## src/rtl/audio_regs_params.svh

```systemverilog
// register offsets, reset values and field positions of the register slice
`ifndef AUDIO_REGS_PARAMS_SVH
`define AUDIO_REGS_PARAMS_SVH
`define SOFT_RESET_ADDR        8'h10
`define PLAY_CONTROL_ADDR      8'h13
`define MUTE_CONTROL_ADDR      8'h14
`define ANC_CAPTURE_ADDR       8'h16
`define REQ_PIN_SELECT_ADDR    8'h18
`define SYNC_STATE_ADDR        8'h40
`define ANC_COUNT_LOW_ADDR     8'h41
`define ANC_COUNT_HIGH_ADDR    8'h42
`define HEADER_UPPER_ADDR      8'h43
`define HEADER_MIDDLE_ADDR     8'h44
`define HEADER_LOWER_ADDR      8'h45
`define ANC_BUFFER_FIRST_ADDR  8'h59
`define ANC_BUFFER_LAST_ADDR   8'h5d
`define PLAY_CONTROL_RESET     8'h01
`define MUTE_CONTROL_RESET     8'h00
`define ANC_CAPTURE_RESET      8'h00
`define REQ_PIN_SELECT_RESET   8'h00
`define REQ_PIN_SELECT_BIT     2
`define ANC_BUFFER_BYTES       5
`define HEAD_BITRATE_MSB       15
`define HEAD_BITRATE_LSB       12
`define HEAD_PROTECTION_BIT    16
`define HEAD_LAYER_MSB         18
`define HEAD_LAYER_LSB         17
`define HEAD_VERSION_BIT       19
`define HEAD_VERSION_EXT_BIT   20
`define HEAD_SAMPLING_MSB      11
`define HEAD_SAMPLING_LSB      10
`define HEAD_PADDING_BIT       9
`define HEAD_PRIVATE_BIT       8
`define HEAD_MODE_MSB          7
`define HEAD_MODE_LSB          6
`define HEAD_MODE_EXT_MSB      5
`define HEAD_MODE_EXT_LSB      4
`define HEAD_COPYRIGHT_BIT     3
`define HEAD_ORIGINAL_BIT      2
`define HEAD_EMPHASIS_MSB      1
`define HEAD_EMPHASIS_LSB      0
`endif

```

## src/rtl/audio_regs_pkg.sv

```systemverilog
// types shared by the register slice
package audio_regs_pkg;
  typedef enum logic [1:0] {
    sync_searching = 2'h0,
    sync_waiting   = 2'h1,
    sync_locked    = 2'h2
  } sync_state_t;
  typedef enum logic [1:0] {
    version_2_5      = 2'h0,
    version_reserved = 2'h1,
    version_2        = 2'h2,
    version_1        = 2'h3
  } version_t;
  typedef enum logic [1:0] {
    mode_stereo = 2'h0,
    mode_joint  = 2'h1,
    mode_dual   = 2'h2,
    mode_single = 2'h3
  } channel_mode_t;
  typedef enum logic [1:0] {
    emph_none     = 2'h0,
    emph_50_15    = 2'h1,
    emph_reserved = 2'h2,
    emph_phone    = 2'h3
  } emphasis_t;
endpackage

```

## src/rtl/audio_decoder_control_status_regs.sv

```systemverilog
// control and status register slice of the audio decoder
`include "audio_regs_params.svh"
module audio_decoder_control_status_regs (
  input  wire logic        clk,
  input  wire logic        reset_n,
  input  wire logic        reg_write,
  input  wire logic        reg_read,
  input  wire logic [7:0]  reg_addr,
  input  wire logic [7:0]  reg_wdata,
  output logic      [7:0]  reg_rdata,
  input  wire logic        crystal_input_clock,
  input  wire logic        data_request,
  input  wire logic        decoder_in_decode,
  input  wire logic [1:0]  sync_state_in,
  input  wire logic        frame_locked,
  input  wire logic [20:0] frame_header_in,
  input  wire logic        frame_decoded_ok,
  input  wire logic [15:0] anc_bit_count_in,
  input  wire logic [39:0] anc_data_in,
  output logic             play_active,
  output logic             mute_active,
  output logic             output_clock_enable,
  output logic             request_pin,
  output logic             soft_reset_pulse,
  output logic             anc_capture_pulse,
  output logic             core_command_clear,
  output logic [1:0]       header_version,
  output logic [1:0]       header_layer,
  output logic             header_no_crc,
  output logic [3:0]       header_bitrate_index,
  output logic             header_free_format,
  output logic             header_bitrate_bad,
  output logic [1:0]       header_sampling_index,
  output logic             header_sampling_bad,
  output logic             header_padding,
  output logic             header_private,
  output logic [1:0]       header_mode,
  output logic [1:0]       header_mode_ext,
  output logic             header_copyright,
  output logic             header_original,
  output logic [1:0]       header_emphasis,
  output logic             header_layer_ok
);
  logic [7:0]  play_control;
  logic [7:0]  mute_control;
  logic [7:0]  ancillary_capture_command;
  logic [7:0]  request_pin_select;
  logic [1:0]  sync_state;
  logic [15:0] anc_count;
  logic [20:0] frame_header;
  logic [7:0]  anc_buffer [0:`ANC_BUFFER_BYTES-1];
  logic [1:0]  xti_sync;
  logic [1:0]  req_sync;
  logic        wr_soft;
  logic        wr_capture;
  logic [7:0]  next_rdata;
  logic [7:0]  anc_index;
  integer      i;

  // write strobes decoded from the address
  assign wr_soft    = reg_write && (reg_addr == `SOFT_RESET_ADDR);
  assign wr_capture = reg_write && (reg_addr == `ANC_CAPTURE_ADDR)
                      && (reg_wdata != 8'h00);
  assign anc_index  = reg_addr - `ANC_BUFFER_FIRST_ADDR;

  // play register, soft reset returns it to its reset value
  always_ff @(posedge clk) begin
    if (!reset_n || wr_soft) begin
      play_control <= `PLAY_CONTROL_RESET;
    end else if (reg_write && reg_addr == `PLAY_CONTROL_ADDR) begin
      play_control <= reg_wdata;
    end
  end

  // mute register
  always_ff @(posedge clk) begin
    if (!reset_n || wr_soft) begin
      mute_control <= `MUTE_CONTROL_RESET;
    end else if (reg_write && reg_addr == `MUTE_CONTROL_ADDR) begin
      mute_control <= reg_wdata;
    end
  end

  // capture command register, cleared by soft reset
  always_ff @(posedge clk) begin
    if (!reset_n || wr_soft) begin
      ancillary_capture_command <= `ANC_CAPTURE_RESET;
    end else if (reg_write && reg_addr == `ANC_CAPTURE_ADDR) begin
      ancillary_capture_command <= reg_wdata;
    end
  end

  // pin function select, only bit 2 matters
  always_ff @(posedge clk) begin
    if (!reset_n || wr_soft) begin
      request_pin_select <= `REQ_PIN_SELECT_RESET;
    end else if (reg_write && reg_addr == `REQ_PIN_SELECT_ADDR) begin
      request_pin_select <= reg_wdata & 8'h04;
    end
  end

  // ancillary buffer loads on a non-zero capture command
  always_ff @(posedge clk) begin
    if (!reset_n) begin
      for (i = 0; i < `ANC_BUFFER_BYTES; i = i + 1) begin
        anc_buffer[i] <= 8'h00;
      end
    end else if (wr_capture) begin
      for (i = 0; i < `ANC_BUFFER_BYTES; i = i + 1) begin
        anc_buffer[i] <= anc_data_in[i*8 +: 8];
      end
    end
  end

  // status captured from the core; the only bus write that reaches it is a soft reset, which clears it
  always_ff @(posedge clk) begin
    if (!reset_n || wr_soft) begin
      sync_state <= 2'h0;
    end else if (sync_state_in != 2'h3) begin
      sync_state <= sync_state_in;
    end
  end

  // ancillary bit count per good frame
  always_ff @(posedge clk) begin
    if (!reset_n) begin
      anc_count <= 16'h0000;
    end else if (frame_decoded_ok) begin
      anc_count <= anc_bit_count_in;
    end
  end

  // header copy refreshed at each frame lock
  always_ff @(posedge clk) begin
    if (!reset_n) begin
      frame_header <= 21'h00000;
    end else if (frame_locked) begin
      frame_header <= frame_header_in;
    end
  end

  // read multiplexer, unmapped and write-only addresses read zero
  always_comb begin
    next_rdata = 8'h00;
    case (reg_addr)
      `PLAY_CONTROL_ADDR:   next_rdata = play_control;
      `MUTE_CONTROL_ADDR:   next_rdata = mute_control;
      `ANC_CAPTURE_ADDR:    next_rdata = ancillary_capture_command;
      `REQ_PIN_SELECT_ADDR: next_rdata = request_pin_select;
      `SYNC_STATE_ADDR:     next_rdata = {6'h00, sync_state};
      `ANC_COUNT_LOW_ADDR:  next_rdata = anc_count[7:0];
      `ANC_COUNT_HIGH_ADDR: next_rdata = anc_count[15:8];
      `HEADER_UPPER_ADDR:   next_rdata = {3'h0, frame_header[20:16]};
      `HEADER_MIDDLE_ADDR:  next_rdata = frame_header[15:8];
      `HEADER_LOWER_ADDR:   next_rdata = frame_header[7:0];
      default: begin
        if (reg_addr >= `ANC_BUFFER_FIRST_ADDR &&
            reg_addr <= `ANC_BUFFER_LAST_ADDR) begin
          next_rdata = anc_buffer[anc_index[2:0]];
        end
      end
    endcase
  end

  // registered read data
  always_ff @(posedge clk) begin
    if (!reset_n) begin
      reg_rdata <= 8'h00;
    end else if (reg_read) begin
      reg_rdata <= next_rdata;
    end
  end

  // crystal clock brought into the clock domain, two stages
  always_ff @(posedge clk) begin
    if (!reset_n) begin
      xti_sync <= 2'h0;
    end else begin
      xti_sync <= {xti_sync[0], crystal_input_clock};
    end
  end

  // data request pin brought into the clock domain, two stages
  always_ff @(posedge clk) begin
    if (!reset_n) begin
      req_sync <= 2'h0;
    end else begin
      req_sync <= {req_sync[0], data_request};
    end
  end

  // shared pin follows clock copy or data request
  always_ff @(posedge clk) begin
    if (!reset_n) begin
      request_pin <= 1'b0;
    end else if (request_pin_select[`REQ_PIN_SELECT_BIT]) begin
      request_pin <= req_sync[1];
    end else begin
      request_pin <= xti_sync[1];
    end
  end

  // play request reaches the core only in decode state
  always_ff @(posedge clk) begin
    if (!reset_n) begin
      play_active <= 1'b0;
    end else begin
      play_active <= play_control[0] && decoder_in_decode;
    end
  end

  // mute flag towards the core
  always_ff @(posedge clk) begin
    if (!reset_n) begin
      mute_active <= 1'b0;
    end else begin
      mute_active <= mute_control[0];
    end
  end

  // output clock kept running while muted, so the dac stays locked
  always_ff @(posedge clk) begin
    if (!reset_n) begin
      output_clock_enable <= 1'b0;
    end else begin
      output_clock_enable <= mute_control[0] || play_control[0];
    end
  end

  // one-cycle soft reset strobes, core returns to idle
  always_ff @(posedge clk) begin
    if (!reset_n) begin
      soft_reset_pulse   <= 1'b0;
      core_command_clear <= 1'b0;
    end else begin
      soft_reset_pulse   <= wr_soft;
      core_command_clear <= wr_soft;
    end
  end

  // one-cycle strobe after a fresh capture command
  always_ff @(posedge clk) begin
    if (!reset_n) begin
      anc_capture_pulse <= 1'b0;
    end else begin
      anc_capture_pulse <= wr_capture;
    end
  end

  // raw header fields passed on to the core
  always_ff @(posedge clk) begin
    if (!reset_n) begin
      header_version        <= 2'h0;
      header_layer          <= 2'h0;
      header_no_crc         <= 1'b0;
      header_bitrate_index  <= 4'h0;
      header_sampling_index <= 2'h0;
      header_padding        <= 1'b0;
      header_private        <= 1'b0;
      header_mode           <= 2'h0;
      header_copyright      <= 1'b0;
      header_original       <= 1'b0;
      header_emphasis       <= 2'h0;
    end else begin
      header_version <= {frame_header[`HEAD_VERSION_EXT_BIT],
                         frame_header[`HEAD_VERSION_BIT]};
      header_layer   <= frame_header[`HEAD_LAYER_MSB:`HEAD_LAYER_LSB];
      header_no_crc  <= frame_header[`HEAD_PROTECTION_BIT];
      header_bitrate_index <=
        frame_header[`HEAD_BITRATE_MSB:`HEAD_BITRATE_LSB];
      header_sampling_index <=
        frame_header[`HEAD_SAMPLING_MSB:`HEAD_SAMPLING_LSB];
      header_padding  <= frame_header[`HEAD_PADDING_BIT];
      header_private  <= frame_header[`HEAD_PRIVATE_BIT];
      header_mode     <= frame_header[`HEAD_MODE_MSB:`HEAD_MODE_LSB];
      header_copyright <= frame_header[`HEAD_COPYRIGHT_BIT];
      header_original  <= frame_header[`HEAD_ORIGINAL_BIT];
      header_emphasis  <=
        frame_header[`HEAD_EMPHASIS_MSB:`HEAD_EMPHASIS_LSB];
    end
  end

  // layer field checked against the only legal code
  always_ff @(posedge clk) begin
    if (!reset_n) begin
      header_layer_ok <= 1'b0;
    end else begin
      header_layer_ok <= frame_header[`HEAD_LAYER_MSB:`HEAD_LAYER_LSB]
                         == 2'h1;
    end
  end

  // free, forbidden and reserved code flags
  always_ff @(posedge clk) begin
    if (!reset_n) begin
      header_free_format  <= 1'b0;
      header_bitrate_bad  <= 1'b0;
      header_sampling_bad <= 1'b0;
    end else begin
      header_free_format <=
        frame_header[`HEAD_BITRATE_MSB:`HEAD_BITRATE_LSB] == 4'h0;
      header_bitrate_bad <=
        frame_header[`HEAD_BITRATE_MSB:`HEAD_BITRATE_LSB] == 4'hf;
      header_sampling_bad <=
        (frame_header[`HEAD_SAMPLING_MSB:`HEAD_SAMPLING_LSB] == 2'h3) ||
        ({frame_header[`HEAD_VERSION_EXT_BIT],
          frame_header[`HEAD_VERSION_BIT]} ==
         audio_regs_pkg::version_reserved);
    end
  end

  // mode extension only carried in joint stereo
  always_ff @(posedge clk) begin
    if (!reset_n) begin
      header_mode_ext <= 2'h0;
    end else if (frame_header[`HEAD_MODE_MSB:`HEAD_MODE_LSB] ==
                 audio_regs_pkg::mode_joint) begin
      header_mode_ext <=
        frame_header[`HEAD_MODE_EXT_MSB:`HEAD_MODE_EXT_LSB];
    end else begin
      header_mode_ext <= 2'h0;
    end
  end
endmodule

```

## config.mk

```make
export PLATFORM = sky130hd
export DESIGN_NAME = audio_decoder_control_status_regs
export DESIGN_NICKNAME = d
export VERILOG_FILES = /design/src/rtl/audio_regs_pkg.sv /design/src/rtl/audio_decoder_control_status_regs.sv
export VERILOG_INCLUDE_DIRS = /design/src /design/src/rtl
export SDC_FILE = /design/constraint.sdc
export NUM_CORES = 1
export LEC_CHECK = 0
export ABC_AREA = 1
export BUFFER_PORTS_ARGS = -buffer_cell sky130_fd_sc_hd__buf_2
export CAP_MARGIN = 20
export CORE_ASPECT_RATIO = 0.9
export CORE_MARGIN = 5
export CORE_UTILIZATION = 38
export DETAILED_ROUTE_END_ITERATION = 10
export SLEW_MARGIN = 20
export SYNTH_ARGS = -nofsm -noshare
export SYNTH_HDL_FRONTEND = slang
export SYNTH_SLANG_ARGS = --single-unit
```

## constraint.sdc

```tcl
create_clock -name clk -period 8 [get_ports clk]
set_input_delay 0.8 -clock clk [delete_from_list [all_inputs] [get_ports clk]]
set_output_delay 0.8 -clock clk [all_outputs]
set_load 0.005 [all_outputs]
```

==> results.tsv, run 1 <==
metric	value	unit
Buffers on Ports	143	
Die W	147	um
ranking of synthesized cells by area	dfxtp_1 34%, edfxtp_1 19%, nand2_1 10%, inv_1 6.9%, nor2_1 5.9%	
commonest non-fill, non-tap cell in the layout	nand2_1	
gr usage total	17.7	%
vias in the first global route	5156	
antenna viol nets, final	0	
synth warn	0	
drt first pass iters	5	
wire per inst	14.7	um
Worst Path Required	8160	ps
DRC	0	
Startpoint Class	primary input	
Compound-Gate Fraction of Synth Area	9.23	%
Initial Util	38.3	%
Synth Area per Inst	7.88	sq um
clk root buf	clkbuf_16	
mux contribution to synthesized area	0	%
minimum clock period	2820	ps
Clock Pin Slew Worst Setup and Hold Paths	60	ps
Post-Syn Nets	920	
CTS buffer count	17	
Area Overhead vs Synth	22.8	%
routability congestion estimate	0.917	
Vias/cell	4.65	
first-pass GRT wire length	26.9	mm
share of layout cells above drive strength 1	24.6	%
CTS resizes	0	
endpoints failing hold	0	
post-synthesis xor/xnor area fraction	0	%
H-Tree Depth	4	
post-placement setup slack	4770	ps
Final Worst Setup Slack	5180	ps
leakage power	3.75	nW
area share of and/or/nand/nor cells after synthesis	27.8	%
setup bufs post-CTS	0	
crit path kind	primary input to flop	
fmax	0.354	GHz
Rel. slew slack	47.5	%
die area	0.0195	sq mm
Synth area leader	dfxtp_1	
CP endpoint kind	flop	
drt initial violations	442	
initial antenna violation count	1	
via count	5459	
register bit total from synthesis	147	
deepest clock path buffer count	2	
Max-cap violations	0	
worst skew pair latency	430	ps
hpwl dp	12.6	mm
largest family of logic cells by synthesized area	simple AND/OR/NAND/NOR gates	
worst vdd ir	0.000141	V
pwr dens	222	mW/mm^2
period utilisation layout	35.3	%
Die Span Y	133	um
Crit Path Max Fanout	40	
Seq/Total Area, Yosys	52.3	%
Worst-Margin Slew	786	ps
Max Transition Viols Final	0	
TNS Setup	0	ps
most frequent cells in the layout	178 x nand2_1, 143 x buf_2, 118 x inv_1	
Post-Synth Adder-Cell Area	0.979	%
endpoints failing setup	0	
I/O pin count	144	
CTS tree	yes	
Post-Syn Area	0.00639	sq mm
Synth top area share	33.5	%
total gr overflow	0	
CP Data Arrival Time	2980	ps
Final nets	1057	
Mapped Cells	811	
drt total wl	17.2	mm
core box area	0.0167	sq mm
clk_skew	9.20	ps
row count	45	
synth unique cells	27	
cts hold-fix bufs	0	
RSZ-0062 raised after global routing	false	
worst hold path class	flop to flop	
Sink Count	147	
status	complete, no violations	
largest net degree at the start of global routing	68	
==> synthesized netlist by cell type (all sizes together) <==
library cell    n
buf            15
o21ai          61
inv           123
o22ai           2
dfxtp         107
nor2          146
nand2         183
nand3          51
a211oi          1
nand4           2
edfxtp         40
nor4            5
clkbuf         14
or2             2
a21oi          52
nor3            2
ha              5
==> where the power goes <==
group | leakage (nW) | total [mW] | internal [mW] | switching [mW]
logic | 2.20 | 0.128 | 0.0464 | 0.0811
registers | 1.26 | 0.810 | 0.795 | 0.0151
clock network | 0.298 | 0.801 | 0.484 | 0.318
total | 3.75 | 1.74 | 1.33 | 0.414
==> worst paths after layout <==
| path | start | end | slack (ps) | depth (start not counted) |
|---|---|---|---|---|
| max | reg_addr[0] | anc_buffer[3][5]$_SDFFCE_PN0P_ | 5180 | 12 |
| min | xti_sync[0]$_SDFF_PN0_ | xti_sync[1]$_SDFF_PN0_ | 410 | 2 |
| max reg2reg | anc_buffer[2][2]$_SDFFCE_PN0P_ | reg_rdata[2]$_SDFFE_PN0P_ | 6610 | 7 |
| min reg2reg | xti_sync[0]$_SDFF_PN0_ | xti_sync[1]$_SDFF_PN0_ | 410 | 2 |
==> kinds of logic after synthesis <==
| family | count (synthesis) |
|---|---|
| AO/OA/AOI/OAI | 116 |
| adder cells (fa/ha/maj) | 5 |
| buffers and inverters | 152 |
| flip-flops | 147 |
| AND/OR/NAND/NOR | 391 |
==> metal layers <==
| layer | GRT usage, % | up-vias | part of all wire [%] |
|---|---|---|---|
| met5 | 0 | - | 0 |
| met3 | 4.97 | 30 | 6.6 |
| met2 | 28.1 | 184 | 45 |
| li1 | - | 2818 | - |
| met1 | 23.1 | 2427 | 46 |
| met4 | 6.69 | 0 | 2.5 |
==> stage by stage <==
step / hold slack, ps / utilization [%] / power, mW / cells / instance area [sq um]
after floorplan: 390 / - / 0.893 / 811 / 6390
after global placement: 395 / 43.5 / 0.953 / 1140 / 7240
after detailed placement: 401 / 43.5 / 0.954 / 1140 / 7240
after CTS: 416 / 47.1 / 1.75 / 1172 / 7840
after global routing: 419 / 47.1 / 1.80 / 1173 / 7850
final: 411 / 47.1 / 1.74 / 1173 / 7850
==> layout make-up <==
class / count / area (sq um)
antenna: 1 / 2.50
clock buffer: 23 / 510
clock inverter: 9 / 90.1
fill: 1687 / 8820
inverter: 123 / 462
multi-input combinational: 512 / 2430
sequential: 147 / 3340
tap: 211 / 264
timing repair buffer: 147 / 746
==> state kept, by name (all words and copies together), names as in the netlist, 4 cells and up <==
name and cells:
anc_buffer 40, frame_header 21, anc_count 16, ancillary_capture_command 8, mute_control 8, play_control 8, reg_rdata 8, header_bitrate_index 4
==> worst max-delay path, stage by stage <==
cell and delay [ps]:
buf_2 300, inv_1 350, ha_1 310, inv_1 90, nor2_2 80, nand2_4 110
nor2_8 60, nand2_4 90, nor2_4 40, inv_2 60, buf_4 590, nor2_2 80
Power figures use the tool's default switching activity.
==> inputs of run 2 (changes only) <==
- clock period: 8 -> 2.5 ns (I/O delays scaled with it)
==> run 2 against run 1 <==
Net effect:
- non-clock buffer count grew 8
- first-iteration DRC count shrank 19%
- final area grew 0.46%
- worst hold slack lost 360 ps
- routed wire length grew 0.92%
- largest cell class unchanged
- largest power group unchanged
==> results.tsv, run 2 (synthesized netlist as in run 1, its figures left out) <==
metric	value	unit	change
Initial Util	38.3	%	unchanged
H-Tree Depth	4		unchanged
commonest non-fill, non-tap cell in the layout	nand2_1		
worst vdd ir	0.000465	V	+230%
CTS buffer count	17		unchanged
initial antenna violation count	0		-1
Design Area, Final	0.00788	sq mm	+0.46%
Buffers on Ports	143		unchanged
antenna viol nets, final	0		unchanged
I/O pin count	144		unchanged
Final Worst Setup Slack	967	ps	-4210 ps
status	complete, no violations		
dpl cell area	0.00731	sq mm	+0.90%
Sink Count	147		unchanged
end point of the critical path	reg_rdata[0]$_SDFFE_PN0P_		
Area Overhead vs Synth	23.4	%	
deepest clock path buffer count	2		unchanged
CTS resizes	0		unchanged
TNS Setup	0	ps	unchanged
most frequent cells in the layout	177 x nand2_1, 143 x buf_2, 118 x inv_1		
endpoints failing setup	0		unchanged
largest register by flop count	anc_buffer		
period utilisation layout	61.3	%	
Max-cap violations	0		unchanged
wire per inst	14.7	um	+0.32%
minimum clock period	1530	ps	
core box area	0.0167	sq mm	unchanged
first-pass GRT wire length	27.3	mm	+1.6%
Die Span Y	133	um	unchanged
hpwl dp	13.0	mm	+3.1%
drt total wl	17.4	mm	+0.92%
leakage power	3.77	nW	+0.38%
drt first pass iters	5		unchanged
Clock Pin Slew Worst Setup and Hold Paths	60	ps	about the same
max reg flops	40		unchanged
Die W	147	um	unchanged
total gr overflow	0		unchanged
vias in the first global route	5274		+2.3%
fmax	0.652	GHz	
row count	45		unchanged
CP Data Arrival Time	1820	ps	-1160 ps
path depth of the worst reg2reg path	7		unchanged
share of layout cells above drive strength 1	24.8	%	+0.21 points
worst hold path class	primary input to flop		
R2R Path Start	anc_buffer[2][0]$_SDFFCE_PN0P_		
Worst Path Required	2790	ps	-5370 ps
clk_skew	7.33	ps	-1.87 ps
largest net degree at the start of global routing	67		-1.5%
Rel. slew slack	47.9	%	+0.37 points
DRC	0		unchanged
Crit. Startpoint	reg_addr[0]		
worst skew pair latency	430	ps	about the same
CTS tree	yes		
pwr dens	679	mW/mm^2	+210%
Largest regs	anc_buffer: 40 flops, frame_header: 21 flops, anc_count: 16 flops		
Crit Path Max Fanout	16		-60%
Max Transition Viols Final	0		unchanged
post-placement setup slack	560	ps	-4210 ps
clk root buf	clkbuf_16		
Critical R2R Capture	reg_rdata[0]$_SDFFE_PN0P_		
drt initial violations	357		-19%
R2R setup slack	1080	ps	-5530 ps
routability congestion estimate	0.937		+2.2%
CP endpoint kind	flop		
endpoints failing hold	0		unchanged
gr usage total	18.1	%	+0.34 points
Vias/cell	4.67		+0.26%
via count	5506		+0.86%
ant diodes	0		-1
Final nets	1065		+0.76%
filler instances	1715		+1.7%
RSZ-0062 raised after global routing	false		
Worst-Margin Slew	781	ps	-5.55 ps
Startpoint Class	primary input		
die area	0.0195	sq mm	unchanged
crit path kind	primary input to flop		
[run 2: changes by cell type in the layout (fill, tap and decap cells not counted)]
cell	before	now
clkinv_4	4	2
inv_6	1	0
clkbuf_8	2	4
dlygate4sd3_1	0	3
nand2_1	178	177
diode_2	1	0
bufinv_16	1	0
clkbuf_1	2	4
buf_4	4	7
nand2_2	3	4
clkinvlp_4	0	2
buf_12	0	2
clkbuf_16	19	17
[run 2: how the worst min path moves through the flow]
stage                                       from                            end  slack (ps)  cells after the start
after CTS                    anc_bit_count_in[0]      anc_count[0]$_SDFFE_PN0P_          20                      3
final                        frame_header_in[14]  frame_header[14]$_SDFFE_PN0P_          50                      3
after floorplan                     data_request         req_sync[0]$_SDFF_PN0_         350                      2
after global placement    req_sync[0]$_SDFF_PN0_         req_sync[1]$_SDFF_PN0_         400                      2
after global routing         frame_header_in[14]  frame_header[14]$_SDFFE_PN0P_          50                      3
after detailed placement  req_sync[0]$_SDFF_PN0_         req_sync[1]$_SDFF_PN0_         400                      2
[run 2: per-stage QoR]
| step | util, % | hold slack [ps] | instances | total power, mW |
|---|---|---|---|---|
| 6_report | 47.3 | 47.2 | 1180 | 5.36 |
| 5_1_grt | 47.3 | 47.1 | 1180 | 5.57 |
| 4_1_cts | 47.3 | 23.3 | 1180 | 5.41 |
| 3_5_place_dp | 43.9 | 398 | 1145 | 3.06 |
| 3_3_place_gp | 43.9 | 395 | 1145 | 3.06 |
| 2_1_floorplan | - | 348 | 811 | 2.86 |
[run 2: layout make-up]
class / count / area (sq um) / share of cell area [%]
Multi-Input combinational cell: 512 / 2430 / 30.8
Tap cell: 211 / 264 / 3.35
Inverter: 123 / 462 / 5.86
Timing Repair Buffer: 155 / 838 / 10.6
Clock inverter: 7 / 48.8 / 0.619
Clock buffer: 25 / 495 / 6.29
Sequential cell: 147 / 3340 / 42.4
[run 2: timing repair]
item,in CTS,in global routing
hold endpoints to repair,3,0
hold buffers,3,0
buffers inserted,0,0
[run 2: critical path, stage by stage]
cell     delay (ps)
buf_2           100
inv_1            90
ha_1            220
inv_1            50
nand2_1          50
nand2_1         400
nand3_1         160
nand2_1         150
nand4_1         170
nand2_1         100
a21oi_1          60
[run 2: report_power, final]
part | internal [mW] | switching (mW) | leakage [nW]
sequential | 2.54 | 0.0479 | 1.26
combinational | 0.157 | 0.263 | 2.25
clock | 1.37 | 0.970 | 0.264
[run 2: routing by layer]
metal	wire (um)	global-route usage, %
met5	0	0
met4	427	7.78
met3	1200	4.79
met2	7710	27.4
met1	8060	24.3
